File: src/inc/spi_clock_and_frame_config_regs.vh
/*
 * Register map, field positions, reset values and divider constants for
 * the serial port clock and frame configuration block.
 * Assumes a 12-bit APB byte address with one 32-bit word per register.
 */
`ifndef SPI_CLOCK_AND_FRAME_CONFIG_REGS_VH
`define SPI_CLOCK_AND_FRAME_CONFIG_REGS_VH

// ----------------------------------------------------------------------
// Register offsets (byte addresses)
// ----------------------------------------------------------------------
`define CTL_ONE_OFS          12'h000
`define CTL_TWO_OFS          12'h004

// ----------------------------------------------------------------------
// Reset values and implemented-bit masks
// ----------------------------------------------------------------------
`define CTL_ONE_RESET        16'h0000
`define CTL_TWO_RESET        16'h0000
`define CTL_ONE_MASK         16'h1fff
`define CTL_TWO_MASK         16'he002

// ----------------------------------------------------------------------
// Control one field positions
// ----------------------------------------------------------------------
`define CLOCK_PIN_DISABLE    12
`define DATA_OUT_PIN_DISABLE 11
`define WORD_WIDTH_SELECT    10
`define SAMPLE_PHASE_SELECT  9
`define CLOCK_EDGE_SELECT    8
`define SLAVE_SELECT_ENABLE  7
`define CLOCK_POLARITY_SEL   6
`define MASTER_ROLE_SELECT   5
`define SEC_PRESCALER_HI     4
`define SEC_PRESCALER_LO     2
`define PRI_PRESCALER_HI     1
`define PRI_PRESCALER_LO     0

// ----------------------------------------------------------------------
// Control two field positions
// ----------------------------------------------------------------------
`define FRAMING_ENABLE       15
`define FRAME_SYNC_DIRECTION 14
`define FRAME_SYNC_POLARITY  13
`define FRAME_SYNC_EDGE_SEL  1

// ----------------------------------------------------------------------
// Divider ratios and word lengths in clock edges
// ----------------------------------------------------------------------
`define PRI_DIV_1            7'h01
`define PRI_DIV_4            7'h04
`define PRI_DIV_16           7'h10
`define PRI_DIV_64           7'h40
`define SEC_DIV_BASE         4'h8
`define EDGES_WORD           6'h20
`define EDGES_BYTE           6'h10

`endif

File: src/spi_clock_and_frame_config.v
/*
 * Serial port clock and frame configuration with its bit engine: two
 * APB control registers steer role, word width, sampling, clock shape,
 * prescaler, pin release and framed operation of a small serial engine.
 * Assumes pins come from outside the pclk domain and a same-clock user
 * supplies transmit words; the APB master follows the usual handshake.
 */
`timescale 1ns/1ns
`include "spi_clock_and_frame_config_regs.vh"

module spi_clock_and_frame_config (
    input  wire        pclk,
    input  wire        presetn,
    input  wire        psel,
    input  wire        penable,
    input  wire        pwrite,
    input  wire [11:0] paddr,
    input  wire [31:0] pwdata,
    output reg  [31:0] prdata,
    output reg         pready,
    output reg         pslverr,
    input  wire        serial_clock_pin_in,
    output reg         serial_clock_pin_out,
    output reg         serial_clock_pin_oe,
    input  wire        serial_in_pin,
    output reg         serial_out_pin_out,
    output reg         serial_out_pin_oe,
    input  wire        select_pin_in,
    output reg         select_pin_out,
    output reg         select_pin_oe,
    input  wire [15:0] tx_word,
    input  wire        tx_start,
    output reg         tx_busy,
    output reg  [15:0] rx_word,
    output reg         rx_valid
);

// ----------------------------------------------------------------------
// States
// ----------------------------------------------------------------------
localparam ST_IDLE = 3'b001;   // Waiting for a word
localparam ST_LEAD = 3'b010;   // Sync bit ahead of first bit
localparam ST_XFER = 3'b100;   // Shifting bits

reg  [15:0] ctl_one_q;         // Control register one
reg  [15:0] ctl_two_q;         // Control register two
reg  [2:0]  sync1_q;           // First synchroniser stage
reg  [2:0]  sync2_q;           // Second synchroniser stage
reg         sck_prev_q;        // Last synced clock level
reg  [10:0] div_q;             // Half-period divider
reg  [2:0]  state_q;           // Engine state
reg  [5:0]  edge_q;            // Edge index in word
reg  [15:0] tx_sr_q;           // Transmit shift register
reg  [15:0] rx_sr_q;           // Receive shift register
reg  [15:0] tx_hold_q;         // Word waiting to go
reg         pending_q;         // Master word requested
reg         armed_q;           // Received sync seen
reg         role_q;            // Role in the last cycle

// ----------------------------------------------------------------------
// Field decode
// ----------------------------------------------------------------------
wire        clk_dis   = ctl_one_q[`CLOCK_PIN_DISABLE];
wire        do_dis    = ctl_one_q[`DATA_OUT_PIN_DISABLE];
wire        w16       = ctl_one_q[`WORD_WIDTH_SELECT];
wire        sample_phase_select       = ctl_one_q[`SAMPLE_PHASE_SELECT];
wire        slave_select_enable      = ctl_one_q[`SLAVE_SELECT_ENABLE];
wire        cpol      = ctl_one_q[`CLOCK_POLARITY_SEL];
wire        master    = ctl_one_q[`MASTER_ROLE_SELECT];
wire [2:0]  sec_pre   = ctl_one_q[`SEC_PRESCALER_HI:`SEC_PRESCALER_LO];
wire [1:0]  pri_pre   = ctl_one_q[`PRI_PRESCALER_HI:`PRI_PRESCALER_LO];
wire        framed    = ctl_two_q[`FRAMING_ENABLE];
wire        fs_in     = ctl_two_q[`FRAME_SYNC_DIRECTION];
wire        fs_pol    = ctl_two_q[`FRAME_SYNC_POLARITY];
wire        fs_dly    = ctl_two_q[`FRAME_SYNC_EDGE_SEL];
wire        cke       = ctl_one_q[`CLOCK_EDGE_SELECT] & ~framed;

// ----------------------------------------------------------------------
// APB slave
// ----------------------------------------------------------------------
wire        setup     = psel & ~penable;
wire        hit_one   = (paddr == `CTL_ONE_OFS);
wire        hit_two   = (paddr == `CTL_TWO_OFS);
wire        wr_en     = psel & penable & pready & pwrite & ~pslverr;

// Answer one cycle into the access phase
always @(posedge pclk or negedge presetn)
begin
    if (!presetn)
    begin
        pready  <= 1'b0;
        pslverr <= 1'b0;
        prdata  <= 32'h0000_0000;
    end
    else
    begin
        pready  <= setup;
        pslverr <= setup & ~(hit_one | hit_two);
        if (setup)
        begin
            if (hit_one)
                prdata <= {16'h0000, ctl_one_q};
            else if (hit_two)
                prdata <= {16'h0000, ctl_two_q};
            else
                prdata <= 32'h0000_0000;
        end
    end
end

// Control registers, masked to implemented bits
always @(posedge pclk or negedge presetn)
begin
    if (!presetn)
    begin
        ctl_one_q <= `CTL_ONE_RESET;
        ctl_two_q <= `CTL_TWO_RESET;
    end
    else if (wr_en)
    begin
        if (hit_one)
            ctl_one_q <= pwdata[15:0] & `CTL_ONE_MASK;
        if (hit_two)
            ctl_two_q <= pwdata[15:0] & `CTL_TWO_MASK;
    end
end

// ----------------------------------------------------------------------
// Pin synchronisers: clock, select, data in
// ----------------------------------------------------------------------
always @(posedge pclk or negedge presetn)
begin
    if (!presetn)
    begin
        sync1_q    <= 3'h0;
        sync2_q    <= 3'h0;
        sck_prev_q <= 1'b0;
    end
    else
    begin
        sync1_q    <= {serial_in_pin, select_pin_in, serial_clock_pin_in};
        sync2_q    <= sync1_q;
        sck_prev_q <= sync2_q[0];
    end
end

wire        sck_s     = sync2_q[0];
wire        sel_s     = sync2_q[1];
wire        sdi_s     = sync2_q[2];
wire        fs_act    = (sel_s == fs_pol);
wire        sel_low   = ~sel_s;

// ----------------------------------------------------------------------
// Master bit clock divider
// ----------------------------------------------------------------------
reg  [6:0]  pri_f;             // Primary ratio
wire [3:0]  sec_f     = `SEC_DIV_BASE - {1'b0, sec_pre};
wire [10:0] half_w    = pri_f * sec_f;
wire        run       = master & ~clk_dis & ((state_q != ST_IDLE) | framed);
wire        tick      = run & (div_q == (half_w - 11'h001));

// Primary ratio decode
always @*
begin
    case (pri_pre)
        2'b11:   pri_f = `PRI_DIV_1;
        2'b10:   pri_f = `PRI_DIV_4;
        2'b01:   pri_f = `PRI_DIV_16;
        default: pri_f = `PRI_DIV_64;
    endcase
end

// Divider counts pclk cycles per half period
always @(posedge pclk or negedge presetn)
begin
    if (!presetn)
        div_q <= 11'h000;
    else if (!run || tick)
        div_q <= 11'h000;
    else
        div_q <= div_q + 11'h001;
end

// ----------------------------------------------------------------------
// Engine decode
// ----------------------------------------------------------------------
wire [5:0]  edges_w   = w16 ? `EDGES_WORD : `EDGES_BYTE;
wire        pin_edge  = (sck_s != sck_prev_q);
wire        ev        = master ? tick : pin_edge;
wire        idle      = (state_q == ST_IDLE);
wire        sl_go     = framed ? (fs_dly ? fs_act : (armed_q & ~fs_act))
                               : (~slave_select_enable | sel_low);
wire        ms_go     = pending_q & (~(framed & fs_in) | fs_act)
                        & (serial_clock_pin_out == cpol) & ~tick & ~clk_dis;
wire        enter     = idle & (master ? ms_go : sl_go);
wire        to_lead   = master & framed & ~fs_in & ~fs_dly;
wire        act       = (state_q == ST_XFER) | (enter & ~to_lead);
wire [5:0]  e_cur     = (state_q == ST_XFER) ? edge_q : 6'h00;
wire        even      = ~e_cur[0];
wire        sol       = cke ^ sample_phase_select;
wire        samp_now  = sol ? (even & (cke ? (e_cur < edges_w) : (e_cur != 6'h00)))
                            : ~even;
wire        shift_now = cke ? ~even : (even & (e_cur != 6'h00) & (e_cur < edges_w));
wire        last      = master ? (e_cur == edges_w) : (e_cur == (edges_w - 6'h01));
wire        role_chg  = master ^ role_q;
wire        abort     = (~master & ~framed & slave_select_enable & ~sel_low) | role_chg;
wire [15:0] rx_next   = samp_now ? {rx_sr_q[14:0], sdi_s} : rx_sr_q;

// ----------------------------------------------------------------------
// Engine sequencing and shifting
// ----------------------------------------------------------------------
always @(posedge pclk or negedge presetn)
begin
    if (!presetn)
    begin
        state_q   <= ST_IDLE;
        edge_q    <= 6'h00;
        tx_sr_q   <= 16'h0000;
        rx_sr_q   <= 16'h0000;
        tx_hold_q <= 16'h0000;
        pending_q <= 1'b0;
        armed_q   <= 1'b0;
        role_q    <= 1'b0;
        rx_word   <= 16'h0000;
        rx_valid  <= 1'b0;
    end
    else
    begin
        rx_valid <= 1'b0;
        // Role seen last cycle, a change aborts the word
        role_q   <= master;
        // New word taken only while not busy
        if (tx_start && idle && !pending_q)
        begin
            tx_hold_q <= tx_word;
            pending_q <= master;
        end
        else if (enter)
            pending_q <= 1'b0;
        // Received sync arms a slave frame
        if (enter)
            armed_q <= 1'b0;
        else if (idle && framed && !master && fs_act)
            armed_q <= 1'b1;
        if (enter)
        begin
            tx_sr_q <= tx_hold_q;
            rx_sr_q <= 16'h0000;
            edge_q  <= 6'h00;
        end
        case (state_q)
            ST_IDLE:
            begin
                if (enter)
                    state_q <= to_lead ? ST_LEAD : ST_XFER;
            end
            ST_LEAD:
            begin
                // Two edges of sync, then data
                if (ev)
                begin
                    edge_q <= edge_q + 6'h01;
                    if (edge_q == 6'h01)
                    begin
                        edge_q  <= 6'h00;
                        state_q <= ST_XFER;
                    end
                end
            end
            ST_XFER:
            begin
                if (abort)
                begin
                    state_q <= ST_IDLE;
                    edge_q  <= 6'h00;
                end
            end
            default:
                state_q <= ST_IDLE;
        endcase
        if (act && ev && !abort)
        begin
            rx_sr_q <= rx_next;
            if (shift_now)
                tx_sr_q <= {tx_sr_q[14:0], 1'b0};
            edge_q <= e_cur + 6'h01;
            state_q <= ST_XFER;
            if (last)
            begin
                rx_word  <= w16 ? rx_next : {8'h00, rx_next[7:0]};
                rx_valid <= 1'b1;
                state_q  <= ST_IDLE;
                edge_q   <= 6'h00;
            end
        end
    end
end

// ----------------------------------------------------------------------
// Pin drivers, all registered
// ----------------------------------------------------------------------
wire        toggle    = tick & ((idle & framed) | (state_q == ST_LEAD)
                        | ((state_q == ST_XFER) & (edge_q < edges_w)));
wire        pulse     = master & framed & ~fs_in & ((state_q == ST_LEAD)
                        | (fs_dly & (state_q == ST_XFER) & (edge_q < 6'h02)));

always @(posedge pclk or negedge presetn)
begin
    if (!presetn)
    begin
        serial_clock_pin_out <= 1'b0;
        serial_clock_pin_oe  <= 1'b0;
        serial_out_pin_out   <= 1'b0;
        serial_out_pin_oe    <= 1'b0;
        select_pin_out       <= 1'b1;
        select_pin_oe        <= 1'b0;
        tx_busy              <= 1'b0;
    end
    else
    begin
        if (!run)
            serial_clock_pin_out <= cpol;
        else if (toggle)
            serial_clock_pin_out <= ~serial_clock_pin_out;
        serial_clock_pin_oe <= master & ~clk_dis;
        serial_out_pin_out  <= w16 ? tx_sr_q[15] : tx_sr_q[7];
        serial_out_pin_oe   <= ~do_dis & (master | framed | ~slave_select_enable | sel_low);
        select_pin_out      <= fs_pol ? pulse : ~pulse;
        select_pin_oe       <= framed & ~fs_in;
        tx_busy             <= pending_q | ~idle | (tx_start & idle & master);
    end
end

endmodule // spi_clock_and_frame_config

File: config.mk
export PLATFORM = sky130hd
export DESIGN_NAME = spi_clock_and_frame_config
export DESIGN_NICKNAME = d
export VERILOG_FILES = /design/src/spi_clock_and_frame_config.v
export VERILOG_INCLUDE_DIRS = /design/src /design/src/inc
export SDC_FILE = /design/constraint.sdc
export NUM_CORES = 1
export LEC_CHECK = 0
export ABC_AREA = 1
export BUFFER_PORTS_ARGS = -buffer_cell sky130_fd_sc_hd__buf_2
export CAP_MARGIN = 15
export CORE_ASPECT_RATIO = 1.25
export CORE_MARGIN = 10
export CORE_UTILIZATION = 35
export DETAILED_ROUTE_END_ITERATION = 8
export GPL_ROUTABILITY_DRIVEN = 0
export GPL_TIMING_DRIVEN = 1
export PLACE_DENSITY = 0.66
export SYNTH_ARGS = -nofsm -noshare
export SYNTH_HDL_FRONTEND = slang
export SYNTH_SLANG_ARGS = --single-unit
File: constraint.sdc
create_clock -name pclk -period 10 [get_ports pclk]
set_input_delay 1 -clock pclk [delete_from_list [all_inputs] [get_ports pclk]]
set_output_delay 1 -clock pclk [all_outputs]
set_load 0.02 [all_outputs]
After elaboration in Yosys (flattened, before gate mapping)
Index checks and enable logic that the tools add are counted.
Word-level totals
  flip-flop bits (word level): 153
  bits in latches: 0
  RAM bits: 0
  memory bits (read-only): 0
  bits of input ports: 69
  output and inout bits: 58
  logic and storage cells: 195
  memories: 0
Cells by class
  add/subtract/negate cells: 6
  $mul: 1
  divide/modulo/power cells: 0
  order comparisons: 3
  eq/ne operators: 20
  shift-type cells: 0
  mux-type cells: 46
  bitwise operators: 72
  reductions and logical operators: 21
Operator list (number)
  two-way mux 16 bit: 8
  two-way mux 6 bit: 8
  bitwise AND 1 bit: 37
  two-way mux 32 bit: 1
  two-way mux 3 bit: 7
  case mux 7 bit (3 select lines): 1
  inverter 1 bit: 19
  two-way mux 1 bit: 18
  OR 1 bit: 14
  adder 6 x 1 -> 6 bit (second input constant): 2
  == test 12 x 3 -> 1 bit (second input constant): 1
  == test 6 bit: 2
  zero test 12 bit: 1
  < comparator 6 bit: 2
  case mux 6 bit (2 select lines): 1
  adder 11 x 1 -> 11 bit (second input constant): 1
  == test 11 bit: 1
  multiplier 7 x 4 -> 11 bit: 1
  two-way mux 11 bit: 1
  subtractor 11 x 1 -> 11 bit (second input constant): 1
  != test 3 bit (second input constant): 3
  case mux 3 bit (3 select lines): 1
  logical AND 1 bit: 7
  == test 6 x 1 -> 1 bit (second input constant): 1
  19 further kinds: 30

Depth between registers and ports, before layout
  depth after elaboration: 17
  gate-level depth with buffers: 32
  depth with buffers taken out: 30

Least setup slack after synthesis
Ideal clock, no wire load.
  path kind: register to register
  start: register ctl_one_q[2]
  end: register state_q[2]
  library setup time: 116 ps
  arrival: 3947 ps
  data required time: 9884 ps
  setup slack: 5937 ps
  cell stages (with the launch flop): 30
  path buffers: 2
  clock period less this slack: 4063 ps
  path through: dfrtp_1 inv_1 ha_1 inv_1 or2_2 nand2_1 nor2_1 fa_1 fa_1 ha_1 nand2_1 nor2_1 nor2_1 nand2_1 nand2_1 nand2_1 inv_1 nand2_1 nor2_1 nand3_1 nand2_2 nand2_2 nor3_4 buf_6 nand2_2 buf_4 nand2_1 nand2_1 nand2_1 nand2_1
Between the ends
  cells in the longest elaborated chain, start to end: 16
  elaborated cells between the ends (all ways): 21
  classes of those cells: add/sub: 2; mul: 1; eq/ne: 5; mux: 3; bitwise: 7; reduce/logical: 3
Ends and longest elaborated chain
  start, declared: RTL line spi_clock_and_frame_config.v:45  | reg [15:0] ctl_one_q;
  start signal, assigned: RTL line spi_clock_and_frame_config.v:116  | ctl_one_q <= `CTL_ONE_RESET;
  start signal, assigned: RTL line spi_clock_and_frame_config.v:122  | ctl_one_q <= pwdata[15:0] & `CTL_ONE_MASK;
  subtractor 4 x 3 -> 4 bit (no source line) *
  multiplier 7 x 4 -> 11 bit *: RTL line spi_clock_and_frame_config.v:158  | wire [10:0] half_w = pri_f * sec_f;
  subtractor 11 x 1 -> 11 bit *: RTL line spi_clock_and_frame_config.v:160  | wire tick = run & (div_q == (half_w - 11'h001));
  == test 11 bit *: RTL line spi_clock_and_frame_config.v:160
  bitwise AND 1 bit *: RTL line spi_clock_and_frame_config.v:160
  inverter 1 bit: RTL line spi_clock_and_frame_config.v:194  | & (serial_clock_pin_out == cpol) & ~tick & ~clk_dis;
  bitwise AND 1 bit (2 in a row): RTL line spi_clock_and_frame_config.v:194
  two-way mux 1 bit: RTL line spi_clock_and_frame_config.v:195  | wire enter = idle & (master ? ms_go : sl_go);
  bitwise AND 1 bit: RTL line spi_clock_and_frame_config.v:195
  bitwise AND 1 bit: RTL line spi_clock_and_frame_config.v:197  | wire act = (state_q == ST_XFER) | (enter & ~to_lead);
  OR 1 bit: RTL line spi_clock_and_frame_config.v:197
  logical AND 1 bit (2 in a row): RTL line spi_clock_and_frame_config.v:281  | if (act && ev && !abort)
  != test 3 bit (no source line) or != test 3 x 1 -> 1 bit (tied branches)
  AND reduction 4 bit (no source line)
  end signal, assigned: RTL line spi_clock_and_frame_config.v:255  | state_q <= to_lead ? ST_LEAD : ST_XFER;
  end, declared: RTL line spi_clock_and_frame_config.v:51  | reg [2:0] state_q;
Every way passes the cells marked *; elsewhere a longest branch is shown, timed or not.
A chain may end at the register's enable or synchronous reset.

Final worst setup path
  start: register ctl_one_q[2]
  end: register rx_sr_q[0]
Between the ends
  cells in the longest elaborated chain, start to end: 15
  elaborated cells between the ends (all ways): 17
  classes of those cells: add/sub: 2; mul: 1; eq/ne: 1; mux: 3; bitwise: 7; reduce/logical: 3
Ends and longest elaborated chain
  subtractor 4 x 3 -> 4 bit (no source line) *
  multiplier 7 x 4 -> 11 bit *: RTL line spi_clock_and_frame_config.v:158
  subtractor 11 x 1 -> 11 bit *: RTL line spi_clock_and_frame_config.v:160
  == test 11 bit *: RTL line spi_clock_and_frame_config.v:160
  bitwise AND 1 bit *: RTL line spi_clock_and_frame_config.v:160
  inverter 1 bit: RTL line spi_clock_and_frame_config.v:194
  bitwise AND 1 bit (2 in a row): RTL line spi_clock_and_frame_config.v:194
  two-way mux 1 bit: RTL line spi_clock_and_frame_config.v:195
  bitwise AND 1 bit: RTL line spi_clock_and_frame_config.v:195
  bitwise AND 1 bit: RTL line spi_clock_and_frame_config.v:197
  OR 1 bit: RTL line spi_clock_and_frame_config.v:197
  logical AND 1 bit (2 in a row): RTL line spi_clock_and_frame_config.v:281
  two-way mux 16 bit or nonzero test 2 bit (tied branches)
  end signal, assigned: RTL line spi_clock_and_frame_config.v:283  | rx_sr_q <= rx_next;
  end, declared: RTL line spi_clock_and_frame_config.v:54  | reg [15:0] rx_sr_q;
Marks and branches as above.

==> results.yml <==
finish:
  drive_above_1_share_pct: 16.68
  diodes: 0
  syn_to_final_growth_pct: 16.70
  nets: 1100
clock_network:
  clk-insertion-delay-late_ns: 0.43
  cts_buffer_depth: 2
  clkSinkCount: 137
  clk_pin_slew_ns: 0.06
  cts.hold.buffers_added: 0
  ctsHtreeMaxLevel: 4
  cts_buffers: 17
  tritoncts: "done"
  cts_setup_buffers: 0
  cts-root-buf: "clkbuf_16"
  cts_resized: 0
worst_setup_path:
  path_class: "reg -> reg"
  critPathCaptureType: "register"
  arrival_ns: 5.78
  crit_path_frequent_cell: "nand2_1"
  worst_path_max_delay_cell: "nor3_4"
  worstPathRequired_ns: 10.28
  cp-start-kind: "register"
  cpPeakStageDelay_ns: 0.55
  crit_fanout: 21
detailed_routing:
  drc: 0
  vias: 6050
  ant_nets: 0
  drt_pre_antenna_iters: 5
  wl_um: 17190
  drtIter0Drc: 289
  avgRoutedWirePerCell_um: 13.35
  vias_per_cell: 4.701
synthesis:
  synth_cell_type_count: 47
  synthTopCellsByArea: "dfrtp_1 45%, nand2_1 14%, inv_1 5.2%"
  ys_seq_area_share_pct: 46.12
  synth.ff_latch_count: 137
  synth_top_cell_area_share_pct: 45.41
  syn_area_um2: 7440
  syn_inst: 913
  synth_edf_count: 0
  synthFlopType: "dfrtp_1"
  synth-async-reset-ratio_pct: 100.0
  avgSynthCellArea_um2: 8.149
  ys.warnings.count: 0
  synth.largest_area_cell: "dfrtp_1"
power_and_ir_drop:
  p_leak_nw: 4.636
  vdd_ir_drop_max_uv: 122.2
  power_density_nw_per_um2: 162.0
global_routing:
  antenna_found_initial: 0
  use_met1_pct: 14.38
  overflow: 0
  grtUsageTotal_pct: 12.85
  gr-usage-met3_pct: 3.399
  grt_pass1_vias: 6044
  grt_most_used_layer: "met2"
  met2_usage_pct: 22.33
  grt_first_pass_wirelength_um: 28800
  grt_max_degree: 71
run:
  cap_violations: 0
floorplanning:
  core_area_um2: 20890
  ioPinCount: 127
  die_h_um: 183.0
  die_area_um2: 27520
  start_util_pct: 35.61
  dieWidth_um: 150.4
  rows: 59
placement:
  io_buffers: 94
  dp_hpwl_um: 12760
worst_hold_path:
  hp-class: "reg -> reg"
timing:
  finalSetupTns_ns: 0
  hold_ws_ns: 0.3469
  fmax_mhz: 181.8
  setup_viol: 0
  fin_crit_sh_pct: 55.00
  max_slew_margin_pct: 40.97
  hold_viol: 0
  period_needed_ns: 5.500
  fin_worst_skew_ns: 0.01810
  rsz0062_at_grt: "false"
  slew_viol_final: 0
  worstMarginPinSlew_ns: 0.8855
status:
  status: "finished, final reports clean"
critical path, delay by kind of cell, from the launching register on:
kind / cells / cell delay [ns]
fa+ha+maj: 4 / 1.47
compound gates: 1 / 0.13
flops: 1 / 0.40
buf+inv: 3 / 0.28
simple gates: 17 / 3.06
routing by layer:
layer	part of all wire (%)	routed length (µm)	up-vias
met1	40	6948	2824
met5	0	0	-
met3	4.8	830	34
met2	52	8984	128
met4	2.4	421	0
li1	-	-	3064
stage by stage:
| stage | power [W] | cell area (µm²) | setup slack, ns | utilization, % | cells |
|---|---|---|---|---|---|
| finish | 0.001406 | 8682 | 4.500 | 41.56 | 1287 |
| global route | 0.001473 | 8682 | 4.038 | 41.56 | 1287 |
| CTS | 0.001425 | 8682 | 4.522 | 41.56 | 1287 |
| detailed placement | 0.0007609 | 8065 | 4.556 | 38.61 | 1255 |
| global placement | 0.0007582 | 8065 | 4.612 | 38.61 | 1255 |
| floorplan | 0.0007199 | 7496 | 5.937 | - | 928 |
report_power, final:
group	total, W	internal [W]	switching, W
combinational	0.000148	0.0000524	0.0000960
sequential	0.000601	0.000581	0.0000202
clock	0.000657	0.000399	0.000258
cells by family after synthesis:
logic type / count (synthesis) / share of synthesized area, %
AO/OA/AOI/OAI: 126 / 9.301
flip-flops: 137 / 46.12
other: 1 / 0.05041
XOR/XNOR: 17 / 2.001
buffers and inverters: 150 / 8.964
adder cells (fa/ha/maj): 31 / 5.819
multiplexers: 20 / 3.027
AND/OR/NAND/NOR: 431 / 24.72
state kept, by name, summed over array words and instances (netlist names), 3 cells and up:
name       count
rx_word       16
sync2_q        3
ctl_one_q     13
edge_q         6
tx_sr_q       16
ctl_two_q      4
prdata        16
div_q         11
rx_sr_q       16
sync1_q        3
state_q        3
tx_hold_q     16
worst paths after layout:
kind / from / to / slack, ns / depth (start not counted)
min: sync1_q[1]$_DFF_PN0_ / sync2_q[1]$_DFF_PN0_ / 0.35 / 0
max in group asynchronous: presetn / ctl_one_q[0]$_DFFE_PN0P_ / 8.13 / 2
min reg2reg: sync1_q[1]$_DFF_PN0_ / sync2_q[1]$_DFF_PN0_ / 0.35 / 0
max: ctl_one_q[2]$_DFFE_PN0P_ / rx_sr_q[0]$_DFFE_PN0P_ / 4.50 / 25
min in group asynchronous: presetn / tx_sr_q[11]$_DFF_PN0_ / 0.56 / 1
max reg2reg: ctl_one_q[2]$_DFFE_PN0P_ / rx_sr_q[0]$_DFFE_PN0P_ / 4.50 / 25
cell usage after synthesis (all sizes together), types with 2 or more instances:
cell type	n
dfstp	2
and3	5
nor2	76
nor3b	3
ha	25
a21oi	31
nor3	15
nand3	42
dfrtp	135
o22ai	7
nand2	274
xnor2	8
o31ai	8
inv	106
or2	2
nor4	3
mux2	20
nand4	4
fa	6
a21boi	2
clkbuf	13
nand3b	6
buf	30
xor2	9
o21ai	72
cell usage in the layout (no fill, tap or decap), drive strengths merged, types with 20 or more instances in the layout:
cell	instances
o21ai	72
mux2	20
nand2	274
ha	25
nor2	76
dfrtp	135
a21oi	31
inv	111
nand3	42
buf	96
final cells by class:
| type | count | area [µm²] |
|---|---|---|
| inverters | 107 | 401.6 |
| well taps | 274 | 342.8 |
| clock buffers | 18 | 429.2 |
| flip-flops and latches | 137 | 3431 |
| repair buffers | 96 | 491.7 |
| multi-input cells | 641 | 3398 |
| fillers | 2099 | 12210 |
| clock inverters | 14 | 187.7 |
No activity file was read; power rests on OpenSTA's default activity.
